## config.mk

```make
export PLATFORM = sky130hd
export DESIGN_NAME = csw_commutation_switch_config
export DESIGN_NICKNAME = d
export VERILOG_FILES = /design/src/rtl/csw_pkg.sv /design/src/rtl/csw_commutation_switch_config.sv
export SDC_FILE = /design/constraint.sdc
export NUM_CORES = 2
export LEC_CHECK = 0
export BUFFER_PORTS_ARGS = -buffer_cell sky130_fd_sc_hd__buf_4
export CAP_MARGIN = 30
export CORE_MARGIN = 2
export CORE_UTILIZATION = 55
export DETAILED_ROUTE_END_ITERATION = 8
export PLACE_DENSITY = 0.72
export SLEW_MARGIN = 20
export SYNTH_ARGS = -nofsm -noshare
export SYNTH_HDL_FRONTEND = slang
export SYNTH_SLANG_ARGS = --single-unit
```

## constraint.sdc

```tcl
create_clock -name ref_clk -period 140 [get_ports ref_clk]
set_input_delay 7 -clock ref_clk [delete_from_list [all_inputs] [get_ports ref_clk]]
set_output_delay 7 -clock ref_clk [all_outputs]
set_load 0.02 [all_outputs]
```

## src/rtl/csw_pkg.sv

```systemverilog
// Constants shared by the commutation and current limit configuration block.
// Assumes an 8-bit register address on a plain strobe port and 32-bit data.
package csw_pkg;

   // ------------------------------------------------------------------
   // Register map
   // ------------------------------------------------------------------
   localparam logic [7:0]  CSW_OFS_CFG       = 8'h88;          // Limit and method config.
   localparam logic [7:0]  CSW_OFS_TUNING    = 8'h8a;          // Switchover tuning.
   localparam logic [7:0]  CSW_OFS_STATUS    = 8'h8b;          // Read-only live state.
   localparam logic [31:0] CSW_RST_CFG       = 32'h0000_0000;  // Config value after reset.
   localparam logic [31:0] CSW_RST_TUNING    = 32'h0000_00a0;  // Tuning value after reset.

   // ------------------------------------------------------------------
   // Field positions
   // ------------------------------------------------------------------
   localparam int CSW_POS_METHOD      = 0;   // Commutation method bit.
   localparam int CSW_POS_OL_SRC      = 1;   // Open-loop limit source bit.
   localparam int CSW_POS_RUN_LSB     = 2;   // Run limit code, bits 6..2.
   localparam int CSW_POS_RISE_LSB    = 11;  // Rising back-EMF limit, bits 16..11.
   localparam int CSW_POS_FALL_LSB    = 17;  // Falling back-EMF limit, bits 22..17.
   localparam int CSW_POS_DUTY_HI_LSB = 23;  // Duty high threshold, bits 24..23.
   localparam int CSW_POS_DUTY_LO_LSB = 25;  // Duty low threshold, bits 26..25.
   localparam int CSW_POS_SMP_HI_LSB  = 27;  // Sample high threshold, bits 28..27.
   localparam int CSW_POS_SMP_LO_LSB  = 29;  // Sample low threshold, bits 30..29.
   localparam int CSW_POS_STAT_MA_LSB = 16;  // Run limit in mA inside status.

   // ------------------------------------------------------------------
   // Run limit arithmetic
   // ------------------------------------------------------------------
   localparam logic [15:0] CSW_MV_PER_CODE   = 16'd100;   // 0.1 V per code step.
   localparam logic [15:0] CSW_UNI_OFFSET_MV = 16'd75;    // Unidirectional offset.
   localparam logic [4:0]  CSW_UNI_WRAP      = 5'h1b;     // Unidirectional wrap point.
   localparam logic [4:0]  CSW_BI_MASK       = 5'h0f;     // Bidirectional wrap mask.
   localparam logic [31:0] CSW_MA_PER_A      = 32'd1000;  // Milliamps per amp.

   // Sense amplifier gain codes and their gains in V/V.
   localparam logic [7:0]  CSW_GAIN_0        = 8'd5;
   localparam logic [7:0]  CSW_GAIN_1        = 8'd10;
   localparam logic [7:0]  CSW_GAIN_2        = 8'd20;
   localparam logic [7:0]  CSW_GAIN_3        = 8'd40;

   // ------------------------------------------------------------------
   // Switchover threshold tables
   // ------------------------------------------------------------------
   localparam logic [7:0]  CSW_SMP_LO_0 = 8'd3;
   localparam logic [7:0]  CSW_SMP_LO_1 = 8'd4;
   localparam logic [7:0]  CSW_SMP_LO_2 = 8'd6;
   localparam logic [7:0]  CSW_SMP_LO_3 = 8'd8;
   localparam logic [7:0]  CSW_SMP_HI_0 = 8'd4;
   localparam logic [7:0]  CSW_SMP_HI_1 = 8'd6;
   localparam logic [7:0]  CSW_SMP_HI_2 = 8'd8;
   localparam logic [7:0]  CSW_SMP_HI_3 = 8'd10;
   localparam logic [6:0]  CSW_DUTY_0   = 7'd12;
   localparam logic [6:0]  CSW_DUTY_1   = 7'd15;
   localparam logic [6:0]  CSW_DUTY_2   = 7'd18;
   localparam logic [6:0]  CSW_DUTY_3   = 7'd20;

   // Back-EMF limit segments: fine step, then coarser steps.
   localparam logic [11:0] CSW_BEMF_STEP0 = 12'd25;
   localparam logic [11:0] CSW_BEMF_STEP1 = 12'd50;
   localparam logic [11:0] CSW_BEMF_STEP2 = 12'd100;
   localparam logic [11:0] CSW_BEMF_STEP3 = 12'd200;
   localparam logic [5:0]  CSW_BEMF_SEG1  = 6'h20;
   localparam logic [5:0]  CSW_BEMF_SEG2  = 6'h30;
   localparam logic [5:0]  CSW_BEMF_SEG3  = 6'h39;
   localparam logic [11:0] CSW_BEMF_BASE1 = 12'd800;
   localparam logic [11:0] CSW_BEMF_BASE2 = 12'd1600;
   localparam logic [11:0] CSW_BEMF_BASE3 = 12'd2600;

   // Commutation modes.
   typedef enum logic [0:0] {
      CSW_ZC    = 1'b0,
      CSW_INTEG = 1'b1
   } csw_mode_e;

endpackage

```

## src/rtl/csw_commutation_switch_config.sv

```systemverilog
// Commutation method, switchover and run current limit configuration.
// Assumes synchronous inputs on ref_clk and a master on the plain register port.
module csw_commutation_switch_config
   import csw_pkg::*;
(
   input  wire logic        ref_clk,                  // System clock, 100 MHz.
   input  wire logic        nrst,                     // Asynchronous reset, active low.
   input  wire logic [7:0]  reg_addr,                 // Register address.
   input  wire logic [31:0] reg_wdata,                // Register write data.
   input  wire logic        reg_wr,                   // Write strobe.
   input  wire logic        reg_rd,                   // Read strobe.
   output logic      [31:0] reg_rdata,                // Read data, cycle after strobe.
   input  wire logic        bi_dir_sense,             // High for bidirectional sensing.
   input  wire logic [1:0]  sense_amp_gain,           // Gain code: 5, 10, 20, 40 V/V.
   input  wire logic [15:0] shunt_resistance,         // Shunt in milliohms.
   input  wire logic [4:0]  open_loop_limit_code,     // Dedicated open-loop code.
   input  wire logic [7:0]  bemf_samples,             // Back-EMF samples per 30 deg.
   input  wire logic [6:0]  drive_duty,               // Drive duty in percent.
   output logic      [15:0] run_limit_mv,             // Run limit voltage in mV.
   output logic      [31:0] run_limit_ma,             // Run limit current in mA.
   output logic             run_code_invalid,         // Code at or above 1Bh.
   output logic      [4:0]  open_loop_active_code,    // Code used in open loop.
   output logic             integ_active,             // High while integrating.
   output logic      [11:0] falling_backemf_limit,    // Falling threshold value.
   output logic      [11:0] rising_backemf_limit      // Rising threshold value.
);

   // ------------------------------------------------------------------
   // Decode helpers
   // ------------------------------------------------------------------

   // Decodes a six-bit back-EMF code into its threshold value.
   function automatic logic [11:0] bemf_decode(input logic [5:0] code);
      logic [11:0] c;
      c = {6'h00, code};
      if (code < CSW_BEMF_SEG1)
         bemf_decode = 12'(c * CSW_BEMF_STEP0);
      else if (code < CSW_BEMF_SEG2)
         bemf_decode = 12'(CSW_BEMF_BASE1 + (c - 12'(CSW_BEMF_SEG1)) * CSW_BEMF_STEP1);
      else if (code < CSW_BEMF_SEG3)
         bemf_decode = 12'(CSW_BEMF_BASE2 + (c - 12'(CSW_BEMF_SEG2)) * CSW_BEMF_STEP2);
      else
         bemf_decode = 12'(CSW_BEMF_BASE3 + (c - 12'(CSW_BEMF_SEG3)) * CSW_BEMF_STEP3);
   endfunction

   // Decodes a two-bit duty threshold code into percent.
   function automatic logic [6:0] duty_decode(input logic [1:0] code);
      case (code)
         2'h0:    duty_decode = CSW_DUTY_0;
         2'h1:    duty_decode = CSW_DUTY_1;
         2'h2:    duty_decode = CSW_DUTY_2;
         default: duty_decode = CSW_DUTY_3;
      endcase
   endfunction

   // ------------------------------------------------------------------
   // Registers and derived values
   // ------------------------------------------------------------------
   logic [31:0] cfg_ff;         // Limit and method configuration.
   logic [31:0] tuning_ff;      // Switchover and back-EMF tuning.
   logic [31:0] rdata_ff;       // Read data holding flop.
   logic [15:0] mv_ff;          // Registered run voltage.
   logic [31:0] ma_ff;          // Registered run current.
   logic        invalid_ff;     // Registered invalid-code flag.
   logic [4:0]  ol_code_ff;     // Registered open-loop code.
   csw_mode_e   mode_ff;        // Current commutation mode.
   logic [11:0] fall_ff;        // Registered falling threshold.
   logic [11:0] rise_ff;        // Registered rising threshold.

   logic [4:0]  run_code;       // Raw run limit code.
   logic [4:0]  eff_code;       // Code after wrap.
   logic [15:0] nxt_mv;         // Voltage for the effective code.
   logic [31:0] nxt_ma;         // Current for that voltage.
   logic [31:0] numer;          // Milliamp numerator.
   logic [31:0] denom;          // Gain times shunt.
   logic [7:0]  gain_vv;        // Gain in V/V.
   logic [7:0]  smp_lo;         // Decoded low sample threshold.
   logic [7:0]  smp_hi;         // Decoded high sample threshold.
   logic [6:0]  duty_lo;        // Decoded low duty threshold.
   logic [6:0]  duty_hi;        // Decoded high duty threshold.
   csw_mode_e   nxt_mode;       // Next commutation mode.

   assign run_code = cfg_ff[CSW_POS_RUN_LSB +: 5];

   // ------------------------------------------------------------------
   // Register write port
   // ------------------------------------------------------------------

   // Writes land in the addressed register; other addresses are ignored.
   always_ff @(posedge ref_clk or negedge nrst)
   begin
      if (!nrst)
      begin
         cfg_ff    <= CSW_RST_CFG;
         tuning_ff <= CSW_RST_TUNING;
      end
      else if (reg_wr)
      begin
         if (reg_addr == CSW_OFS_CFG)
            cfg_ff <= reg_wdata;
         else if (reg_addr == CSW_OFS_TUNING)
            tuning_ff <= reg_wdata;
      end
   end

   // Read data stand only in the cycle after the strobe, else zero.
   always_ff @(posedge ref_clk or negedge nrst)
   begin
      if (!nrst)
         rdata_ff <= 32'h0000_0000;
      else if (reg_rd)
      begin
         case (reg_addr)
            CSW_OFS_CFG:    rdata_ff <= cfg_ff;
            CSW_OFS_TUNING: rdata_ff <= tuning_ff;
            CSW_OFS_STATUS: rdata_ff <= {ma_ff[15:0], 14'h0000, invalid_ff, mode_ff};
            default:        rdata_ff <= 32'h0000_0000;  // Unmapped reads as zero.
         endcase
      end
      else
         rdata_ff <= 32'h0000_0000;
   end

   // ------------------------------------------------------------------
   // Run current limit
   // ------------------------------------------------------------------

   // Wrap the code, scale to millivolts and divide down to milliamps.
   // The divider is combinational; it is registered so timing has a full cycle.
   always_comb
   begin
      if (bi_dir_sense)
         eff_code = run_code & CSW_BI_MASK;
      else if (run_code >= CSW_UNI_WRAP)
         eff_code = 5'(run_code - CSW_UNI_WRAP);
      else
         eff_code = run_code;
      nxt_mv = 16'(eff_code * CSW_MV_PER_CODE);
      case (sense_amp_gain)
         2'h0:    gain_vv = CSW_GAIN_0;
         2'h1:    gain_vv = CSW_GAIN_1;
         2'h2:    gain_vv = CSW_GAIN_2;
         default: gain_vv = CSW_GAIN_3;
      endcase
      if (bi_dir_sense)
         numer = 32'(nxt_mv) * CSW_MA_PER_A;
      else if (nxt_mv > CSW_UNI_OFFSET_MV)
         numer = 32'(nxt_mv - CSW_UNI_OFFSET_MV) * CSW_MA_PER_A;
      else
         numer = 32'h0000_0000;
      denom = 32'(gain_vv) * 32'(shunt_resistance);
      // A zero shunt would divide by zero; saturate instead.
      if (denom == 32'h0000_0000)
         nxt_ma = 32'hffff_ffff;
      else
         nxt_ma = numer / denom;
   end

   // Register the limit results.
   always_ff @(posedge ref_clk or negedge nrst)
   begin
      if (!nrst)
      begin
         mv_ff      <= 16'h0000;
         ma_ff      <= 32'h0000_0000;
         invalid_ff <= 1'b0;
      end
      else
      begin
         mv_ff      <= nxt_mv;
         ma_ff      <= nxt_ma;
         invalid_ff <= (run_code >= CSW_UNI_WRAP);
      end
   end

   // Open-loop limit comes from its own code or the run code.
   always_ff @(posedge ref_clk or negedge nrst)
   begin
      if (!nrst)
         ol_code_ff <= 5'h00;
      else if (cfg_ff[CSW_POS_OL_SRC])
         ol_code_ff <= run_code;
      else
         ol_code_ff <= open_loop_limit_code;
   end

   // ------------------------------------------------------------------
   // Commutation switchover
   // ------------------------------------------------------------------

   // Entering integration needs both counts high, so a mixed reading
   // cannot make the mode flip every cycle.
   always_comb
   begin
      smp_lo  = CSW_SMP_LO_0;
      smp_hi  = CSW_SMP_HI_0;
      case (tuning_ff[CSW_POS_SMP_LO_LSB +: 2])
         2'h0:    smp_lo = CSW_SMP_LO_0;
         2'h1:    smp_lo = CSW_SMP_LO_1;
         2'h2:    smp_lo = CSW_SMP_LO_2;
         default: smp_lo = CSW_SMP_LO_3;
      endcase
      case (tuning_ff[CSW_POS_SMP_HI_LSB +: 2])
         2'h0:    smp_hi = CSW_SMP_HI_0;
         2'h1:    smp_hi = CSW_SMP_HI_1;
         2'h2:    smp_hi = CSW_SMP_HI_2;
         default: smp_hi = CSW_SMP_HI_3;
      endcase
      duty_lo = duty_decode(tuning_ff[CSW_POS_DUTY_LO_LSB +: 2]);
      duty_hi = duty_decode(tuning_ff[CSW_POS_DUTY_HI_LSB +: 2]);
      nxt_mode = mode_ff;
      if (!cfg_ff[CSW_POS_METHOD])
         nxt_mode = CSW_ZC;
      else
      begin
         case (mode_ff)
            CSW_INTEG:
            begin
               if (bemf_samples < smp_lo)
                  nxt_mode = CSW_ZC;
               else if (drive_duty < duty_lo)
                  nxt_mode = CSW_ZC;
            end
            CSW_ZC:
            begin
               if (bemf_samples > smp_hi && drive_duty > duty_hi)
                  nxt_mode = CSW_INTEG;
            end
            default: nxt_mode = CSW_ZC;
         endcase
      end
   end

   // Mode flop; starts in zero-crossing.
   always_ff @(posedge ref_clk or negedge nrst)
   begin
      if (!nrst)
         mode_ff <= CSW_ZC;
      else
         mode_ff <= nxt_mode;
   end

   // ------------------------------------------------------------------
   // Back-EMF integration thresholds
   // ------------------------------------------------------------------

   // Decode both phase thresholds with the same table.
   always_ff @(posedge ref_clk or negedge nrst)
   begin
      if (!nrst)
      begin
         fall_ff <= 12'h000;
         rise_ff <= 12'h000;
      end
      else
      begin
         fall_ff <= bemf_decode(tuning_ff[CSW_POS_FALL_LSB +: 6]);
         rise_ff <= bemf_decode(tuning_ff[CSW_POS_RISE_LSB +: 6]);
      end
   end

   // ------------------------------------------------------------------
   // Outputs
   // ------------------------------------------------------------------
   assign reg_rdata             = rdata_ff;
   assign run_limit_mv          = mv_ff;
   assign run_limit_ma          = ma_ff;
   assign run_code_invalid      = invalid_ff;
   assign open_loop_active_code = ol_code_ff;
   assign integ_active          = (mode_ff == CSW_INTEG);
   assign falling_backemf_limit = fall_ff;
   assign rising_backemf_limit  = rise_ff;

   // ------------------------------------------------------------------
   // Assertions
   // ------------------------------------------------------------------
   AST_MV_TOP: assert property (@(posedge ref_clk) disable iff (!nrst)
      (run_code == 5'h1a && !bi_dir_sense) |=> (run_limit_mv == 16'd2600))
      else $error("Code 1Ah did not give 2600 mV.");

   AST_MA_UNI: assert property (@(posedge ref_clk) disable iff (!nrst)
      (run_code == 5'h0a && !bi_dir_sense && sense_amp_gain == 2'h1
       && shunt_resistance == 16'd10) |=> (run_limit_ma == 32'd9250))
      else $error("Unidirectional current limit wrong.");

   AST_MA_BI: assert property (@(posedge ref_clk) disable iff (!nrst)
      (run_code == 5'h0a && bi_dir_sense && sense_amp_gain == 2'h1
       && shunt_resistance == 16'd10) |=> (run_limit_ma == 32'd10000))
      else $error("Bidirectional current limit wrong.");

   AST_WRAP: assert property (@(posedge ref_clk) disable iff (!nrst)
      (run_code == 5'h1c && !bi_dir_sense) |=> (run_code_invalid && run_limit_mv == 16'd100))
      else $error("Unidirectional wrap wrong.");

   AST_OL_SRC: assert property (@(posedge ref_clk) disable iff (!nrst)
      1'b1 |=> (open_loop_active_code ==
                ($past(cfg_ff[1]) ? $past(run_code) : $past(open_loop_limit_code))))
      else $error("Open-loop limit source wrong.");

   AST_ZC_HOLD: assert property (@(posedge ref_clk) disable iff (!nrst)
      !cfg_ff[0] |=> !integ_active)
      else $error("Integration active while zero-crossing selected.");

   AST_SMP_LOW: assert property (@(posedge ref_clk) disable iff (!nrst)
      (integ_active && cfg_ff[0] && tuning_ff[30:29] == 2'h3 && bemf_samples == 8'd7)
      |=> !integ_active)
      else $error("Low sample count did not leave integration.");

   AST_DUTY_LOW: assert property (@(posedge ref_clk) disable iff (!nrst)
      (integ_active && cfg_ff[0] && tuning_ff[26:25] == 2'h0 && drive_duty == 7'd11)
      |=> !integ_active)
      else $error("Low duty did not leave integration.");

   AST_TO_INTEG: assert property (@(posedge ref_clk) disable iff (!nrst)
      (!integ_active && cfg_ff[0] && bemf_samples == 8'd11 && drive_duty == 7'd21)
      |=> integ_active)
      else $error("High samples and duty did not enter integration.");

   AST_FALL: assert property (@(posedge ref_clk) disable iff (!nrst)
      (tuning_ff[22:17] == 6'h1f) |=> (falling_backemf_limit == 12'd775))
      else $error("Falling limit code 1Fh wrong.");

   AST_RISE: assert property (@(posedge ref_clk) disable iff (!nrst)
      (tuning_ff[16:11] == 6'h01) |=> (rising_backemf_limit == 12'd25))
      else $error("Rising limit code 1h wrong.");

   // Duty equal to the high threshold must not enter integration.
   AST_DUTY_EQ: assert property (@(posedge ref_clk) disable iff (!nrst)
      (!integ_active && tuning_ff[24:23] == 2'h3 && drive_duty == 7'd20) |=> !integ_active)
      else $error("Duty equal to high threshold entered integration.");

endmodule

```

# Word-level counts from Yosys, hierarchy flattened
# Index checks and enable logic that the tools add are counted.
# word_totals
reg_bits,169
latchBits,0
ram_bits,0
mem_bits_ro,0
elab_cells,97
memories,0
# classes
n_addsub,14
n_mul,12
div,1
magnitude_cmp,12
eq_ne,13
n_shift,0
mux,24
bitwise_logic,2
n_reduce_logical,9
# ops
operator,count
32-bit two-way mux,4
32-bit case mux with 3 select lines,1
12-bit two-way mux,6
"6-bit by 6-bit subtractor with 7-bit output, second input constant",6
"6-bit less-than comparator, second input constant",6
32-bit by 24-bit divider with 32-bit output,1
"32-bit by 7-bit multiplier with 29-bit output, second input constant",1
5-bit case mux with 3 select lines,2
"10-bit by 12-bit adder with 12-bit output, first input constant",2
"11-bit by 12-bit adder with 12-bit output, first input constant",2
"12-bit adder, first input constant",2
"8-bit equality test, second input constant",3
24-bit zero test,1
"12-bit by 5-bit multiplier with 10-bit output, second input constant",2
"12-bit by 5-bit multiplier with 11-bit output, second input constant",2
"12-bit by 5-bit multiplier with 9-bit output, second input constant",2
8-bit by 16-bit multiplier with 24-bit output,1
4-bit case mux with 3 select lines,2
"6-bit by 5-bit multiplier with 11-bit output, second input constant",2
6-bit case mux with 3 select lines,1
"10-bit by 7-bit multiplier with 17-bit output, second input constant",1
5-bit two-way mux,3
"12-bit by 7-bit subtractor with 13-bit output, second input constant",1
"12-bit by 7-bit greater-than comparator with 1-bit output, second input constant",1
other kinds (16),32

# Depth between registers and ports, before layout
# depth
word_depth,10
ltp_mapped,459
mapped_depth_nobuf,424

# Worst setup path after synthesis
# No wires, ideal clock.
# synth_path
kind,input port to flip-flop
startpoint,in bi_dir_sense
endpoint,reg ma_ff[0] (netlist: run_limit_ma[0])
setup_time_ps,137
arrival_time_ps,94634
required_ps,139863
slack_ps,45228
cell_stages,430
n_path_buf,48
cell_sequence,and3b_1 > and2_1 > mux2i_1 > inv_1 > ha_1 > inv_1 > ha_1 > ha_1 > fa_1 > a31oi_1 > xor2_1 > inv_1 > a21oi_1 > nand2_1 > inv_1 > ha_1 > inv_1 > fa_1 > [394 not listed] > nand2_1 > or4b_1 > buf_2 > buf_6 > buf_6 > a21oi_1 > ha_1 > nor2b_1 > o21ai_0 > nand2b_1 > a21oi_1 > nor2b_1 > o21ai_0 > nand2b_1 > a21oi_1 > o21ai_0 > a31oi_1 > o211ai_1
# synth_between
elab_chain_len,8
elab_cells_between_ends,10
cone_classes,1 x add/sub; 3 x mul; 1 x div; 1 x order compare; 4 x mux
# synth_rtl
element,line,rtl
"start, declared",csw_commutation_switch_config.sv:13,"input wire logic bi_dir_sense,"
5-bit two-way mux (*),csw_commutation_switch_config.sv:132,if (bi_dir_sense)
named net eff_code[1],csw_commutation_switch_config.sv:71,logic [4:0] eff_code;
5-bit by 5-bit multiplier with 10-bit output (*),csw_commutation_switch_config.sv:138,nxt_mv = 16'(eff_code * CSW_MV_PER_CODE);
named net nxt_mv[10],csw_commutation_switch_config.sv:72,logic [15:0] nxt_mv;
12-bit by 7-bit subtractor with 13-bit output,csw_commutation_switch_config.sv:148,numer = 32'(nxt_mv - CSW_UNI_OFFSET_MV) * CSW_MA_PER_A;
32-bit by 7-bit multiplier with 29-bit output,csw_commutation_switch_config.sv:148,
32-bit two-way mux,csw_commutation_switch_config.sv:147,else if (nxt_mv > CSW_UNI_OFFSET_MV)
32-bit two-way mux (*),csw_commutation_switch_config.sv:145,if (bi_dir_sense)
32-bit by 24-bit divider with 32-bit output (*),csw_commutation_switch_config.sv:156,nxt_ma = numer / denom;
32-bit two-way mux (*),csw_commutation_switch_config.sv:153,if (denom == 32'h0000_0000)
named net nxt_ma[0],csw_commutation_switch_config.sv:73,logic [31:0] nxt_ma;
"end signal, assigned",csw_commutation_switch_config.sv:171,ma_ff <= nxt_ma;
"end, declared",csw_commutation_switch_config.sv:63,logic [31:0] ma_ff;
# Mark *: on every way through the listed nets, which the timed path passes. The rest lies on a longest branch.
# A chain may end at the register's enable or synchronous reset.

# Worst setup path after layout
# Same ends and word-level chain as after synthesis.

==> results by group <==
Floorplanning
  • Floorplan die height: 291 um
  • Die Area: 0.0848 mm^2
  • Die Wd: 291 um
  • Core area: 0.0818 mm^2
  • Num rows: 105
  • Ports: 194
  • Initial Util: 0.555

Critical path
  • CP max stage delay: 0.79 ns
  • Crit path from: bi_dir_sense
  • CP Launch Type: input port
  • Crit. End Element: flip-flop
  • WS Path Type: input port to flip-flop
  • Max stage delay cell, worst path: a221oi_1
  • Worst-path fanout max: 36
  • WP data required: 140.39 ns
  • Crit-path most repeated cell: a21oi_1
  • Crit Reg-Reg Startpoint: cfg_ff[3]
  • WP data arrival: 106.31 ns

Routing
  • Routed WL: 142000 um
  • Initial DRT Pass Iterations: 7
  • Initial DRC count: 3413
  • Vias/cell: 6.29
  • # DRC: 0
  • Total number of vias: 43900
  • Number of routed nets with antenna violations: 0
  • Per-cell routed wire length: 20.3 um

Logic synthesis
  • Mapped Cells: 5778
  • Post-synth ARST share: 1.00
  • Syn Std Cell Area: 0.0454 mm^2
  • Synth area leaders: ha_1 (21%), dfrtp_1 (9.2%), fa_1 (6.7%)
  • Top cells by count, synth: ha_1 (765), nor2_1 (491), a21oi_1 (454), nand2_1 (444), inv_1 (439)
  • Synth Area in Compound Gates: 0.242
  • Cell variety after synth: 115
  • Post-Synth Simple-Gate Area: 0.187
  • Sequential cell area fraction in the yosys report: 0.0932
  • Mux cell area share after synthesis: 0.0595
  • Synth Register Bits: 169
  • Synth warn: 0
  • Adder-cell share of the synthesized area: 0.278
  • Post-synth EDFFs: 0
  • Post-synth top area share: 0.211
  • Syn Area/Cell: 7.85 um^2
  • Main combinational cell family by area after synthesis: adder cells
  • Leading area contributor after synthesis: ha_1
  • Top_reg_cell synth: dfrtp_1
  • Top-count cell post-synth: ha_1
  • XOR/XNOR share of the synthesized area: 0.0886

GRT
  • GR Overflow Total: 0
  • GR Util met3: 0.0381
  • All-Layer GR Usage: 0.328
  • Largest net degree at the start of global routing: 65
  • GRT Max-Usage Layer: met2
  • Initial antenna violation count: 2
  • First-pass GRT wire length: 226000 um
  • GRT met1 Usage: 0.430
  • Met2 usage: 0.548
  • Vias in the first global route: 42400

CTS
  • CTS tree: done
  • H-tree depth: 4
  • CTS Hold Buffers Added: 0
  • Sink Count: 169
  • PostCTS Resize Cnt: 0
  • Worst-Skew Late Latency: 0.51 ns
  • Num CTS Buffers: 17
  • Clock-pin slew of the registers on the worst-case setup and hold paths: 0.10 ns
  • Clock tree buffer depth: 2
  • Root Driver: clkbuf_16
  • Number of post-CTS setup repair buffers: 0

Timing
  • Fin crit share: 0.757
  • Setup Skew: 0.0345 ns
  • RSZ-0062 raised after global routing: no
  • Tightest Pin Transition: 0.970 ns
  • Slew headroom: 0.351
  • Worst hold slack: 0.508 ns
  • Final Hold Viols: 0
  • Tmin final: 105.92 ns
  • Max Clk Rate: 9.44 MHz
  • # setup viols final: 0
  • Final Max Tran Viols: 0
  • Setup TNS: 0 ns

Flow run
  • Max_cap viols: 0

Layout
  • Diode count: 0
  • Post-layout util: 0.596
  • Final nets: 6907
  • Synth-to-Final Area Change: 7.43%
  • Fillers: 7595
  • Share of layout cells above drive strength 1: 0.107

Place
  • Post-DP HPWL: 112000 um
  • Placer Congestion: 0.995
  • PortBufs: 187

Min path
  • Hold path startpoint: cfg_ff[14]
  • Tightest Hold Check Type: flip-flop to flip-flop

Run status
  • Status: complete, no violations
==> critical path, delay by kind of cell <==
| kind | cells | cell delay (ns) |
|---|---|---|
| compound gates | 229 | 54.40 |
| simple gates | 95 | 22.83 |
| fa+ha+maj | 43 | 13.71 |
| buf+inv | 23 | 4.64 |
| mux | 7 | 2.94 |
| xor+xnor | 1 | 0.61 |
==> sequential cells by signal, indices dropped and copies added (netlist names) <==
register and cells:
cfg_ff 32, reg_rdata 32, run_limit_ma 32, tuning_ff 32, falling_backemf_limit 12, rising_backemf_limit 12, run_limit_mv 10, open_loop_active_code 5
integ_active 1, run_code_invalid 1
==> logic make-up (layout without fill, tap and decap cells) <==
logic type	Yosys count	in the layout
fa+ha+maj	918	918
compound gates	1639	1639
buf+inv	600	736
simple gates	1751	1751
mux	244	244
flops	169	169
xor+xnor	456	456
other cells	1	6
==> metrics by stage <==
stage,cells,cell area (um^2),setup WS [ns]
3_3_place_gp,6950,48100,37.48
6_report,6989,48800,34.08
3_5_place_dp,6952,48100,35.50
2_1_floorplan,5783,45400,45.23
4_1_cts,6984,48700,35.63
5_1_grt,6989,48800,25.68
==> cell usage in the layout, fill, tap and decap left out, drive strengths merged, types with 26 or more instances in the layout <==
cell	count
ha	765
nor2	493
a21oi	459
inv	449
nand2	445
o21ai	287
xnor2	281
buf	258
mux2	204
a21o	182
xor2	173
dfrtp	167
o21a	155
nor3	154
fa	153
nand3	132
nand2b	79
nor2b	77
o211ai	65
nand4	55
and2	55
o21bai	54
and3	54
a211oi	54
or2	52
a31oi	48
or3	43
o31ai	42
mux2i	40
a21boi	26
==> layout make-up <==
type                            count  area, um^2  share of cell area
Clock buffer                       17         425             0.00872
Clock inverter                     15         175             0.00359
Inverter                          443        1660              0.0341
Multi-Input combinational cell   5014       38900               0.799
Sequential cell                   169        4230              0.0868
Tap cell                         1070        1340              0.0275
Timing Repair Buffer              261        1980              0.0405
==> worst paths after layout <==
path	endpoint	slack, ns	depth (start not counted)
min in group asynchronous	run_limit_ma[16]	6.50	1
setup reg to reg	run_limit_ma[0]	39.97	398
hold reg to reg	cfg_ff[14]	0.51	1
max in group asynchronous	reg_rdata[25]	131.64	3
setup / recovery	run_limit_ma[0]	34.08	398
hold / removal	cfg_ff[14]	0.51	1
==> per-layer routing <==
layer,up-vias,wire length (um)
met5,-,29
met4,4,5940
met3,338,9380
met2,1589,64600
met1,20800,61600
li1,21200,-
Power is not shown: default switching activity piles up to over one toggle a cycle in this logic, so the estimate is an artifact.
